$ cat src/shared/can_mode_pkg.sv
// constants and types for the can operating-mode controller
// Operation
// - software mode request is taken from control register 1 bits 10 to 8.
// - granted mode is reported in control register 1 bits 7 to 5.
// - mode and status change only on bus idle, 11 recessive bits, except when leaving init or disable (no idle wait).
// - initialization mode: no tx or rx, error counters cleared, flags kept.
// - configuration register writes allowed only in initialization mode.
// - initialization entry waits until any frame transmission finishes.
// - disable mode: no tx or rx, wake flag on activity, counters kept.
// - request 001 waits 11 recessive bits (none when coming from init) then shows 001 in status.
// - disable mode returns transmit and receive pins to port io.
// - optional receive low-pass filter in sleep, enabled by config 2 bit 14.
// - transmission right after mode entry waits 11 recessive bits first.
// - disable during that wait aborts: aborted flag set, send request cleared.
// - request 000 is normal mode: pins owned by can, tx and rx active.
// - listen-only is passive: transmit pin released (oe low, not routed to port io), receive stays input.
// - listen-only sends no error flags or acks, error counters inactive.
// - request 111 is listen-all: errors ignored, every message accepted.
// - listen-all copies assembly buffer into receive buffer on error.
// - loopback ties internal tx to internal rx, both pins to port io.
package can_mode_pkg;
    typedef logic [2:0] mode_code_t;
    localparam mode_code_t MODE_NORMAL = 3'h0;
    localparam mode_code_t MODE_DISABLE = 3'h1;
    localparam mode_code_t MODE_LISTEN_ALL = 3'h7;
    localparam mode_code_t DEF_MODE_LOOPBACK = 3'h2;
    localparam mode_code_t DEF_MODE_LISTEN_ONLY = 3'h3;
    localparam mode_code_t DEF_MODE_INIT = 3'h4;
    localparam int CTRL1_REQ_HI = 10;
    localparam int CTRL1_REQ_LO = 8;
    localparam int CTRL1_STAT_HI = 7;
    localparam int CTRL1_STAT_LO = 5;
    localparam int CFG2_WAKE_FILTER_BIT = 14;
    localparam int IDLE_BITS = 11;
    localparam int FILTER_LEN = 4;
    localparam int ERR_CNT_W = 8;
    localparam int MSG_W = 32;
    localparam int BUF_AW = 2;
    typedef enum logic [3:0] {
        ST_RUN  = 4'b0001,
        ST_WAIT = 4'b0010,
        ST_DRAIN = 4'b0100,
        ST_SWAP = 4'b1000
    } mode_state_t;
endpackage
$ cat src/logic/bus_idle_detect.sv
// counts consecutive recessive bits to find bus idle
`timescale 1ns/1ps
`default_nettype none
module bus_idle_detect #(
    parameter int IDLE_LEN = 11
) (
    // clock and reset
    input wire logic clk_sys,
    input wire logic rst_n,
    // bit stream
    input wire logic bit_tick,
    input wire logic rx_bit,
    input wire logic restart,
    // result
    output logic idle
);
    logic [4:0] cnt_q;
    logic [4:0] cnt_d;
    localparam logic [4:0] LIMIT = 5'(IDLE_LEN);
    assign idle = (cnt_q >= LIMIT);
    always_comb begin
        cnt_d = cnt_q;
        if (restart) begin
            cnt_d = 5'h00;
        end else if (bit_tick) begin
            if (!rx_bit) begin
                cnt_d = 5'h00;
            end else if (!idle) begin
                cnt_d = cnt_q + 5'h01;
            end
        end
    end
    always_ff @(posedge clk_sys or negedge rst_n) begin
        if (!rst_n) begin
            cnt_q <= 5'h00;
        end else begin
            cnt_q <= cnt_d;
        end
    end
endmodule
`default_nettype wire

$ cat src/logic/can_operating_mode_control.sv
// operating-mode controller of the can module
`timescale 1ns/1ps
`default_nettype none
module can_operating_mode_control
    import can_mode_pkg::*;
#(
    parameter can_mode_pkg::mode_code_t MODE_INIT = can_mode_pkg::DEF_MODE_INIT,
    parameter can_mode_pkg::mode_code_t MODE_LISTEN_ONLY = can_mode_pkg::DEF_MODE_LISTEN_ONLY,
    parameter can_mode_pkg::mode_code_t MODE_LOOPBACK = can_mode_pkg::DEF_MODE_LOOPBACK,
    parameter int IDLE_LEN = can_mode_pkg::IDLE_BITS
) (
    // clock and reset
    input wire logic clk_sys,
    input wire logic rst_n,
    // control register 1 write port
    input wire logic ctrl1_wr,
    input wire logic [15:0] ctrl1_wdata,
    output logic [15:0] ctrl1_rdata,
    // config register 2 write port
    input wire logic cfg2_wr,
    input wire logic [15:0] cfg2_wdata,
    output logic [15:0] cfg2_rdata,
    // other protected registers: write strobe in, permitted strobe out
    input wire logic cfg_wr_req,
    output logic cfg_wr_allow,
    // bit timing and sleep
    input wire logic bit_tick,
    input wire logic sleep,
    // protocol engine side
    input wire logic core_tx,
    output logic core_rx,
    input wire logic tx_busy,
    input wire logic error_event,
    input wire logic error_flag_req,
    input wire logic ack_req,
    output logic tx_enable,
    output logic rx_enable,
    output logic tx_start,
    output logic err_cnt_clear,
    output logic err_cnt_hold,
    output logic ignore_errors,
    output logic accept_all,
    // send request of the pending buffer
    input wire logic tx_send_request_set,
    output logic tx_send_request,
    output logic tx_aborted_flag,
    // wake
    input wire logic wake_flag_clear,
    output logic wake_interrupt_flag,
    // message assembly buffer copy
    input wire logic [MSG_W-1:0] assembly_word,
    input wire logic [BUF_AW-1:0] assembly_index,
    input wire logic [BUF_AW-1:0] rxbuf_rd_addr,
    output logic [MSG_W-1:0] rxbuf_rd_data,
    // pins
    input wire logic can_receive_pin,
    output logic can_transmit_pin,
    output logic can_transmit_pin_oe,
    output logic pins_to_port_io
);
    import can_mode_pkg::*;

    // modes in which the block may transmit; in loopback the transmission stays internal and never reaches the bus
    function automatic logic tx_allowed(input mode_code_t m);
        return (m == MODE_NORMAL) || (m == MODE_LOOPBACK) || (m == MODE_LISTEN_ALL);
    endfunction

    // receive pin synchroniser
    logic rx_meta_q;
    logic rx_sync_q;
    always_ff @(posedge clk_sys or negedge rst_n) begin
        if (!rst_n) begin
            rx_meta_q <= 1'b1;
            rx_sync_q <= 1'b1;
        end else begin
            rx_meta_q <= can_receive_pin;
            rx_sync_q <= rx_meta_q;
        end
    end

    // wake low-pass: a dominant level must persist to count
    // short glitches on a sleeping bus then never raise a wake
    logic [FILTER_LEN-1:0] filt_q;
    logic filt_rx_q;
    logic wake_filter_enable_q;
    logic filt_active;
    logic rx_filtered;
    assign filt_active = wake_filter_enable_q && sleep;
    always_ff @(posedge clk_sys or negedge rst_n) begin
        if (!rst_n) begin
            filt_q <= '1;
            filt_rx_q <= 1'b1;
        end else begin
            filt_q <= {filt_q[FILTER_LEN-2:0], rx_sync_q};
            if (filt_q == '0) begin
                filt_rx_q <= 1'b0;
            end else if (filt_q == '1) begin
                filt_rx_q <= 1'b1;
            end
        end
    end
    assign rx_filtered = filt_active ? filt_rx_q : rx_sync_q;

    // registers
    logic [2:0] req_q;
    mode_code_t mode_q;
    mode_state_t st_q;
    mode_state_t st_d;
    logic [15:0] ctrl1_other_q;
    logic [15:0] cfg2_q;
    logic in_init;
    logic bus_idle;
    logic idle_restart;
    logic bus_rx;

    assign in_init = (mode_q == MODE_INIT);
    // protected registers outside this block are only writable in init
    assign cfg_wr_allow = cfg_wr_req && in_init;

    // request field stays writable so software can leave init
    always_ff @(posedge clk_sys or negedge rst_n) begin
        if (!rst_n) begin
            req_q <= MODE_INIT;
        end else if (ctrl1_wr) begin
            req_q <= ctrl1_wdata[CTRL1_REQ_HI:CTRL1_REQ_LO];
        end
    end

    always_ff @(posedge clk_sys or negedge rst_n) begin
        if (!rst_n) begin
            ctrl1_other_q <= 16'h0000;
        end else if (ctrl1_wr && in_init) begin
            ctrl1_other_q <= ctrl1_wdata;
        end
    end

    always_ff @(posedge clk_sys or negedge rst_n) begin
        if (!rst_n) begin
            cfg2_q <= 16'h0000;
        end else if (cfg2_wr && in_init) begin
            cfg2_q <= cfg2_wdata;
        end
    end
    assign wake_filter_enable_q = cfg2_q[CFG2_WAKE_FILTER_BIT];
    assign cfg2_rdata = cfg2_q;

    always_comb begin
        ctrl1_rdata = ctrl1_other_q;
        ctrl1_rdata[CTRL1_REQ_HI:CTRL1_REQ_LO] = req_q;
        ctrl1_rdata[CTRL1_STAT_HI:CTRL1_STAT_LO] = mode_q;
    end

    // loopback and pin routing
    logic is_loop;
    logic is_listen_only;
    logic is_listen_all;
    logic is_normal;
    logic is_disable;
    logic can_owns_tx;
    assign is_loop = (mode_q == MODE_LOOPBACK);
    assign is_listen_only = (mode_q == MODE_LISTEN_ONLY);
    assign is_listen_all = (mode_q == MODE_LISTEN_ALL);
    assign is_normal = (mode_q == MODE_NORMAL);
    assign is_disable = (mode_q == MODE_DISABLE);
    assign bus_rx = is_loop ? core_tx : rx_filtered;
    assign core_rx = bus_rx;
    // init keeps the pin but never drives it dominant
    assign can_owns_tx = is_normal || is_listen_all || in_init;
    assign pins_to_port_io = is_disable || is_loop;
    assign can_transmit_pin_oe = can_owns_tx && !is_listen_only;

    bus_idle_detect #(
        .IDLE_LEN(IDLE_LEN)
    ) u_idle (
        .clk_sys(clk_sys),
        .rst_n(rst_n),
        .bit_tick(bit_tick),
        .rx_bit(bus_rx),
        .restart(idle_restart),
        .idle(bus_idle)
    );

    // mode change sequencer
    logic pend;
    assign pend = (req_q != mode_q);
    always_comb begin
        st_d = st_q;
        case (st_q)
            ST_RUN: begin
                if (pend) begin
                    st_d = ST_DRAIN;
                end
            end
            ST_DRAIN: begin
                // no change while a frame is on the wire
                if (!pend) begin
                    st_d = ST_RUN;
                end else if (!tx_busy) begin
                    st_d = ST_WAIT;
                end
            end
            ST_WAIT: begin
                if (!pend) begin
                    st_d = ST_RUN;
                end else if (tx_busy) begin
                    st_d = ST_DRAIN;
                // init and disable are off the bus and need no idle wait
                end else if (bus_idle || in_init || is_disable) begin
                    st_d = ST_SWAP;
                end
            end
            ST_SWAP: begin
                st_d = ST_RUN;
            end
            default: begin
                st_d = ST_RUN;
            end
        endcase
    end

    always_ff @(posedge clk_sys or negedge rst_n) begin
        if (!rst_n) begin
            st_q <= ST_RUN;
        end else begin
            st_q <= st_d;
        end
    end

    // status follows the request only in the swap cycle
    always_ff @(posedge clk_sys or negedge rst_n) begin
        if (!rst_n) begin
            mode_q <= MODE_INIT;
        end else if (st_q == ST_SWAP && pend) begin
            mode_q <= req_q;
        end
    end

    // transmit gating after mode entry
    logic entered;
    logic tx_wait_q;
    logic req_start;
    assign entered = (st_q == ST_SWAP) && pend;
    // a new request must see its own idle time, not idle left from before
    assign req_start = (st_q == ST_RUN) && pend;
    assign idle_restart = entered || req_start;
    // set on entry into a transmitting mode, cleared by the first idle
    always_ff @(posedge clk_sys or negedge rst_n) begin
        if (!rst_n) begin
            tx_wait_q <= 1'b0;
        end else if (entered) begin
            tx_wait_q <= tx_allowed(req_q);
        end else if (bus_idle) begin
            tx_wait_q <= 1'b0;
        end
    end

    logic abort_now;
    assign abort_now = tx_wait_q && tx_send_request && (req_q == MODE_DISABLE);
    // abort outranks a new send request in the same cycle
    always_ff @(posedge clk_sys or negedge rst_n) begin
        if (!rst_n) begin
            tx_send_request <= 1'b0;
        end else if (abort_now) begin
            tx_send_request <= 1'b0;
        end else if (tx_send_request_set) begin
            tx_send_request <= 1'b1;
        end else if (tx_start) begin
            tx_send_request <= 1'b0;
        end
    end

    // a fresh send request clears an old abort
    always_ff @(posedge clk_sys or negedge rst_n) begin
        if (!rst_n) begin
            tx_aborted_flag <= 1'b0;
        end else if (abort_now) begin
            tx_aborted_flag <= 1'b1;
        end else if (tx_send_request_set) begin
            tx_aborted_flag <= 1'b0;
        end
    end

    assign tx_enable = tx_allowed(mode_q) && !is_disable;
    assign rx_enable = !in_init && !is_disable;
    // start needs the post-entry idle wait done and a quiet bus
    assign tx_start = tx_enable && tx_send_request && !tx_wait_q
                      && bus_idle && !tx_busy;
    assign err_cnt_clear = in_init;
    assign err_cnt_hold = is_disable || is_listen_only;
    assign ignore_errors = is_listen_all;
    assign accept_all = is_listen_all;

    // transmit pin: listen-only sends no error flags or acks
    logic drive_dom;
    assign drive_dom = tx_enable && !core_tx && !is_loop
                       && !(is_listen_only && (error_flag_req || ack_req));
    always_ff @(posedge clk_sys or negedge rst_n) begin
        if (!rst_n) begin
            can_transmit_pin <= 1'b1;
        end else begin
            can_transmit_pin <= !drive_dom;
        end
    end

    // wake on dominant edge while disabled; set wins over clear
    logic prev_rx_q;
    logic wake_evt;
    // resets to the idle level so release of reset is no false edge
    always_ff @(posedge clk_sys or negedge rst_n) begin
        if (!rst_n) begin
            prev_rx_q <= 1'b1;
        end else begin
            prev_rx_q <= rx_filtered;
        end
    end
    assign wake_evt = is_disable && prev_rx_q && !rx_filtered;

    always_ff @(posedge clk_sys or negedge rst_n) begin
        if (!rst_n) begin
            wake_interrupt_flag <= 1'b0;
        end else if (wake_evt) begin
            wake_interrupt_flag <= 1'b1;
        end else if (wake_flag_clear) begin
            wake_interrupt_flag <= 1'b0;
        end
    end

    // copy assembled words on error in listen-all
    logic copy_en;
    assign copy_en = is_listen_all && error_event;
    rx_copy_buffer #(
        .W(MSG_W),
        .AW(BUF_AW)
    ) u_rxbuf (
        .clk_sys(clk_sys),
        .wr_en(copy_en),
        .wr_addr(assembly_index),
        .wr_data(assembly_word),
        .rd_addr(rxbuf_rd_addr),
        .rd_data(rxbuf_rd_data)
    );
endmodule
`default_nettype wire

$ cat src/logic/rx_copy_buffer.sv
// small receive buffer, registered read
`timescale 1ns/1ps
`default_nettype none
module rx_copy_buffer #(
    parameter int W = 32,
    parameter int AW = 2
) (
    // clock
    input wire logic clk_sys,
    // write side
    input wire logic wr_en,
    input wire logic [AW-1:0] wr_addr,
    input wire logic [W-1:0] wr_data,
    // read side
    input wire logic [AW-1:0] rd_addr,
    output logic [W-1:0] rd_data
);
    logic [W-1:0] mem [0:(1<<AW)-1];
    always_ff @(posedge clk_sys) begin
        if (wr_en) begin
            mem[wr_addr] <= wr_data;
        end
        rd_data <= mem[rd_addr];
    end
endmodule
`default_nettype wire

$ cat config.mk
export PLATFORM = sky130hd
export DESIGN_NAME = can_operating_mode_control
export DESIGN_NICKNAME = d
export VERILOG_FILES = /design/src/shared/can_mode_pkg.sv /design/src/logic/bus_idle_detect.sv /design/src/logic/can_operating_mode_control.sv /design/src/logic/rx_copy_buffer.sv
export SDC_FILE = /design/constraint.sdc
export NUM_CORES = 1
export LEC_CHECK = 0
export BUFFER_PORTS_ARGS = -buffer_cell sky130_fd_sc_hd__buf_2
export CAP_MARGIN = 20
export CELL_PAD_IN_SITES_DETAIL_PLACEMENT = 0
export CELL_PAD_IN_SITES_GLOBAL_PLACEMENT = 1
export CORE_ASPECT_RATIO = 1.75
export CORE_MARGIN = 4
export CORE_UTILIZATION = 49
export DETAILED_ROUTE_END_ITERATION = 16
export PLACE_DENSITY = 0.91
export SYNTH_ARGS = -nofsm -noshare
export SYNTH_HDL_FRONTEND = slang
export SYNTH_HIERARCHICAL = 1
export SYNTH_SLANG_ARGS = --single-unit
$ cat constraint.sdc
create_clock -name clk_sys -period 5.9 [get_ports clk_sys]
set_clock_uncertainty 0.1 [all_clocks]
set_input_delay 1.18 -clock clk_sys [delete_from_list [all_inputs] [get_ports clk_sys]]
set_output_delay 1.18 -clock clk_sys [all_outputs]
set_load 0.05 [all_outputs]
==> results.json <==
{
  "wl_um": 13900,
  "cp.required_ns": 4.62,
  "clk_path_buf_depth": 3,
  "clock_sinks": 214,
  "place_congestion": 0.738,
  "power.total_mw": 3.74,
  "final_common_cell": "buf_2",
  "seqPwrFrac_pct": 47.6,
  "status": "completed",
  "grt_max_degree": 55,
  "hold_viol": 0,
  "critPathTopFamily": "compound AO/OA/AOI/OAI gates",
  "synth_area_sq_um": 7790,
  "slew_viol_final": 0,
  "cts_setup_buffers": 0,
  "cp_num_buf_inv": 2,
  "grt_setup_unrepaired": "false",
  "path_cells": "ha_1 > a211o_1 > a21oi_1 > inv_1 > nor3b_1 > and3_1 > buf_2",
  "clkPwrFrac_pct": 33.0,
  "cts_resized": 0,
  "wl_met3_um": 964,
  "layout-drive-gt1-share_pct": 46.9,
  "fin_crit_sh_pct": 60.9,
  "yosysSeqAreaShare_pct": 75.1,
  "cts-root-buf": "clkbuf_16",
  "worstSkewPairLatency_ns": 0.48,
  "fin_crit_ns": 3.59,
  "ys_top_cells_by_area": "edfxtp_1 (49%), dfrtp_1 (13%), mux4_2 (8.7%)",
  "synth_area_leader_cell": "edfxtp_1",
  "cts.clk_slew.worst_paths_ns": 0.06,
  "finalSetupViolations": 0,
  "path_max_fanout": 5,
  "critPathMaxStageDelay_ns": 0.42,
  "holdPathStages": 0,
  "cp-start-kind": "register",
  "critPathKind": "register to output pin",
  "core_area_sq_um": 15500,
  "worst_pin_slew_ns": 0.881,
  "power.leakage_nw": 3.67,
  "first_pass_iters": 4,
  "die_w_um": 103,
  "cts_hold_buffers": 0,
  "hold_class": "register to register",
  "viasPerCell": 5.38,
  "p_per_area_nw_per_um2": 402,
  "power.internal_mw": 2.65,
  "grt_overflow": 0,
  "row_count": 60,
  "cp.arrival_ns": 2.31,
  "antenna_found_initial": 2,
  "hpwl_um": 9500,
  "wl_per_cell_um": 18.3,
  "drc_errors": 0,
  "switching_power_mw": 1.09,
  "power_switching_share_pct": 29.1,
  "top_layer_used": "met5",
  "post-route-util_pct": 60.3,
  "io_buffer_count": 156,
  "drtIter0Drc": 162,
  "crit_cells": 7,
  "ir_drop_v": 0.000277,
  "crit_slowest_cell": "dfrtp_1",
  "ys_types": 48,
  "power.share.combinational_pct": 19.4,
  "areaGrowthSynthToFinish_pct": 19.6,
  "fill_cells": 1177,
  "cts_buffers": 20,
  "cts_max_level": 1,
  "fin_nets": 642,
  "io-pin-count": 162,
  "synth_edf_count": 128,
  "syn-num-nets": 477,
  "via_count": 4091,
  "wl_met1_um": 5000,
  "fin_tns_setup_ns": 0,
  "die_h_um": 175,
  "cp-end-kind": "output pin",
  "regArea_sq_um": 5850,
  "yosysTopAreaCellShare_pct": 49.3,
  "dieArea_sq_um": 18100,
  "hp-start": "rx_meta_q",
  "start_util_pct": 50.4,
  "synthFlopType": "edfxtp_1",
  "met2RoutedLength_um": 7610,
  "reg2reg_depth": 3,
  "ant_nets": 0,
  "rr_startpoint": "mode_q[2]",
  "crit_path_start": "u_idle/cnt_q[0]",
  "multi_input_area_sq_um": 1740,
  "maxCapViolCount": 0,
  "syn_avg_cell_area_sq_um": 19.8,
  "grt_usage_pct": 15.5,
  "grt_pass1_wl_um": 22000,
  "synth_cells": 393,
  "fmax_mhz": 278,
  "synth-seq-cells": 214,
  "grt_pass1_vias": 4425,
  "cts_tree": "yes",
  "final_cell_mix": "buf_2 (156), edfxtp_1 (128), dfrtp_1 (42)",
  "yosys_warnings": 6,
  "async_flop_share_pct": 25.2,
  "slew_headroom_pct": 41.3
}
## synthesized netlist by cell type, types with 6 or more instances
cell	instances
mux2_2	21
nor3_1	6
edfxtp_1	128
dfxtp_1	32
inv_1	7
mux2_4	10
o21ai_0	7
mux4_2	30
dfrtp_1	42
dfstp_2	12
nand2_1	15
## routing by layer
metal / vias up / global-route usage [%]
li1: 1855 / -
met1: 2066 / 17.8
met2: 139 / 27.6
met3: 29 / 3.76
met4: 2 / 5.35
met5: - / 0
## state kept, by name, summed over array words and instances, names as in the netlist
register	cells
cfg2_rdata	16
tx_send_request	1
rx_meta_q	1
u_idle/cnt_q	5
u_rxbuf/mem	128
tx_aborted_flag	1
rx_sync_q	1
st_q	4
req_q	3
can_transmit_pin	1
filt_q	4
tx_wait_q	1
u_rxbuf/rd_data	32
filt_rx_q	1
ctrl1_other_q	10
prev_rx_q	1
mode_q	3
wake_interrupt_flag	1
## cells by family after synthesis
kind of cell    Yosys count  share of synthesized area, %
compound gates           26                          2.28
xor+xnor                  7                         0.787
fa+ha+maj                 1                         0.161
buf+inv                  24                          2.70
flops                   214                          75.1
mux                      64                          14.5
simple gates             57                          4.51
## area by class of cell
class,count,area share (%)
Sequential cell,214,62.8
Inverter,7,0.282
Clock inverter,5,0.618
Multi-Input combinational cell,155,18.6
Antenna cell,2,0.0537
Tap cell,186,2.50
Clock buffer,31,6.26
Timing Repair Buffer,160,8.87
## stage by stage
| step | worst slack [ns] | hold WS, ns | instances | cell area [sq um] |
|---|---|---|---|---|
| floorplan | 1.35 | 0.245 | 393 | 7790 |
| global placement | 2.37 | 0.248 | 720 | 8640 |
| detailed placement | 2.37 | 0.248 | 721 | 8660 |
| CTS | 2.27 | 0.258 | 757 | 9300 |
| global route | 2.17 | 0.261 | 759 | 9320 |
| finish | 2.31 | 0.255 | 760 | 9320 |
## final timing paths
path	end	slack, ns
worst min register to register	rx_sync_q	0.26
min in group asynchronous	req_q[0]	0.71
worst max-delay path	tx_start	2.31
worst min-delay path	rx_sync_q	0.26
worst max register to register	cfg2_rdata[8]	3.42
max in group asynchronous	cfg2_rdata[2]	4.52
## power by group through the flow
stage / combinational [mW] / sequential, mW / clock (mW)
after global routing: 0.761 / 1.80 / 1.34
final: 0.726 / 1.78 / 1.23
after global placement: 0.713 / 1.80 / 0
after floorplan: 0.251 / 2.11 / 0
after detailed placement: 0.732 / 1.81 / 0
after CTS: 0.734 / 1.79 / 1.27
Power figures use the tool's default switching activity.
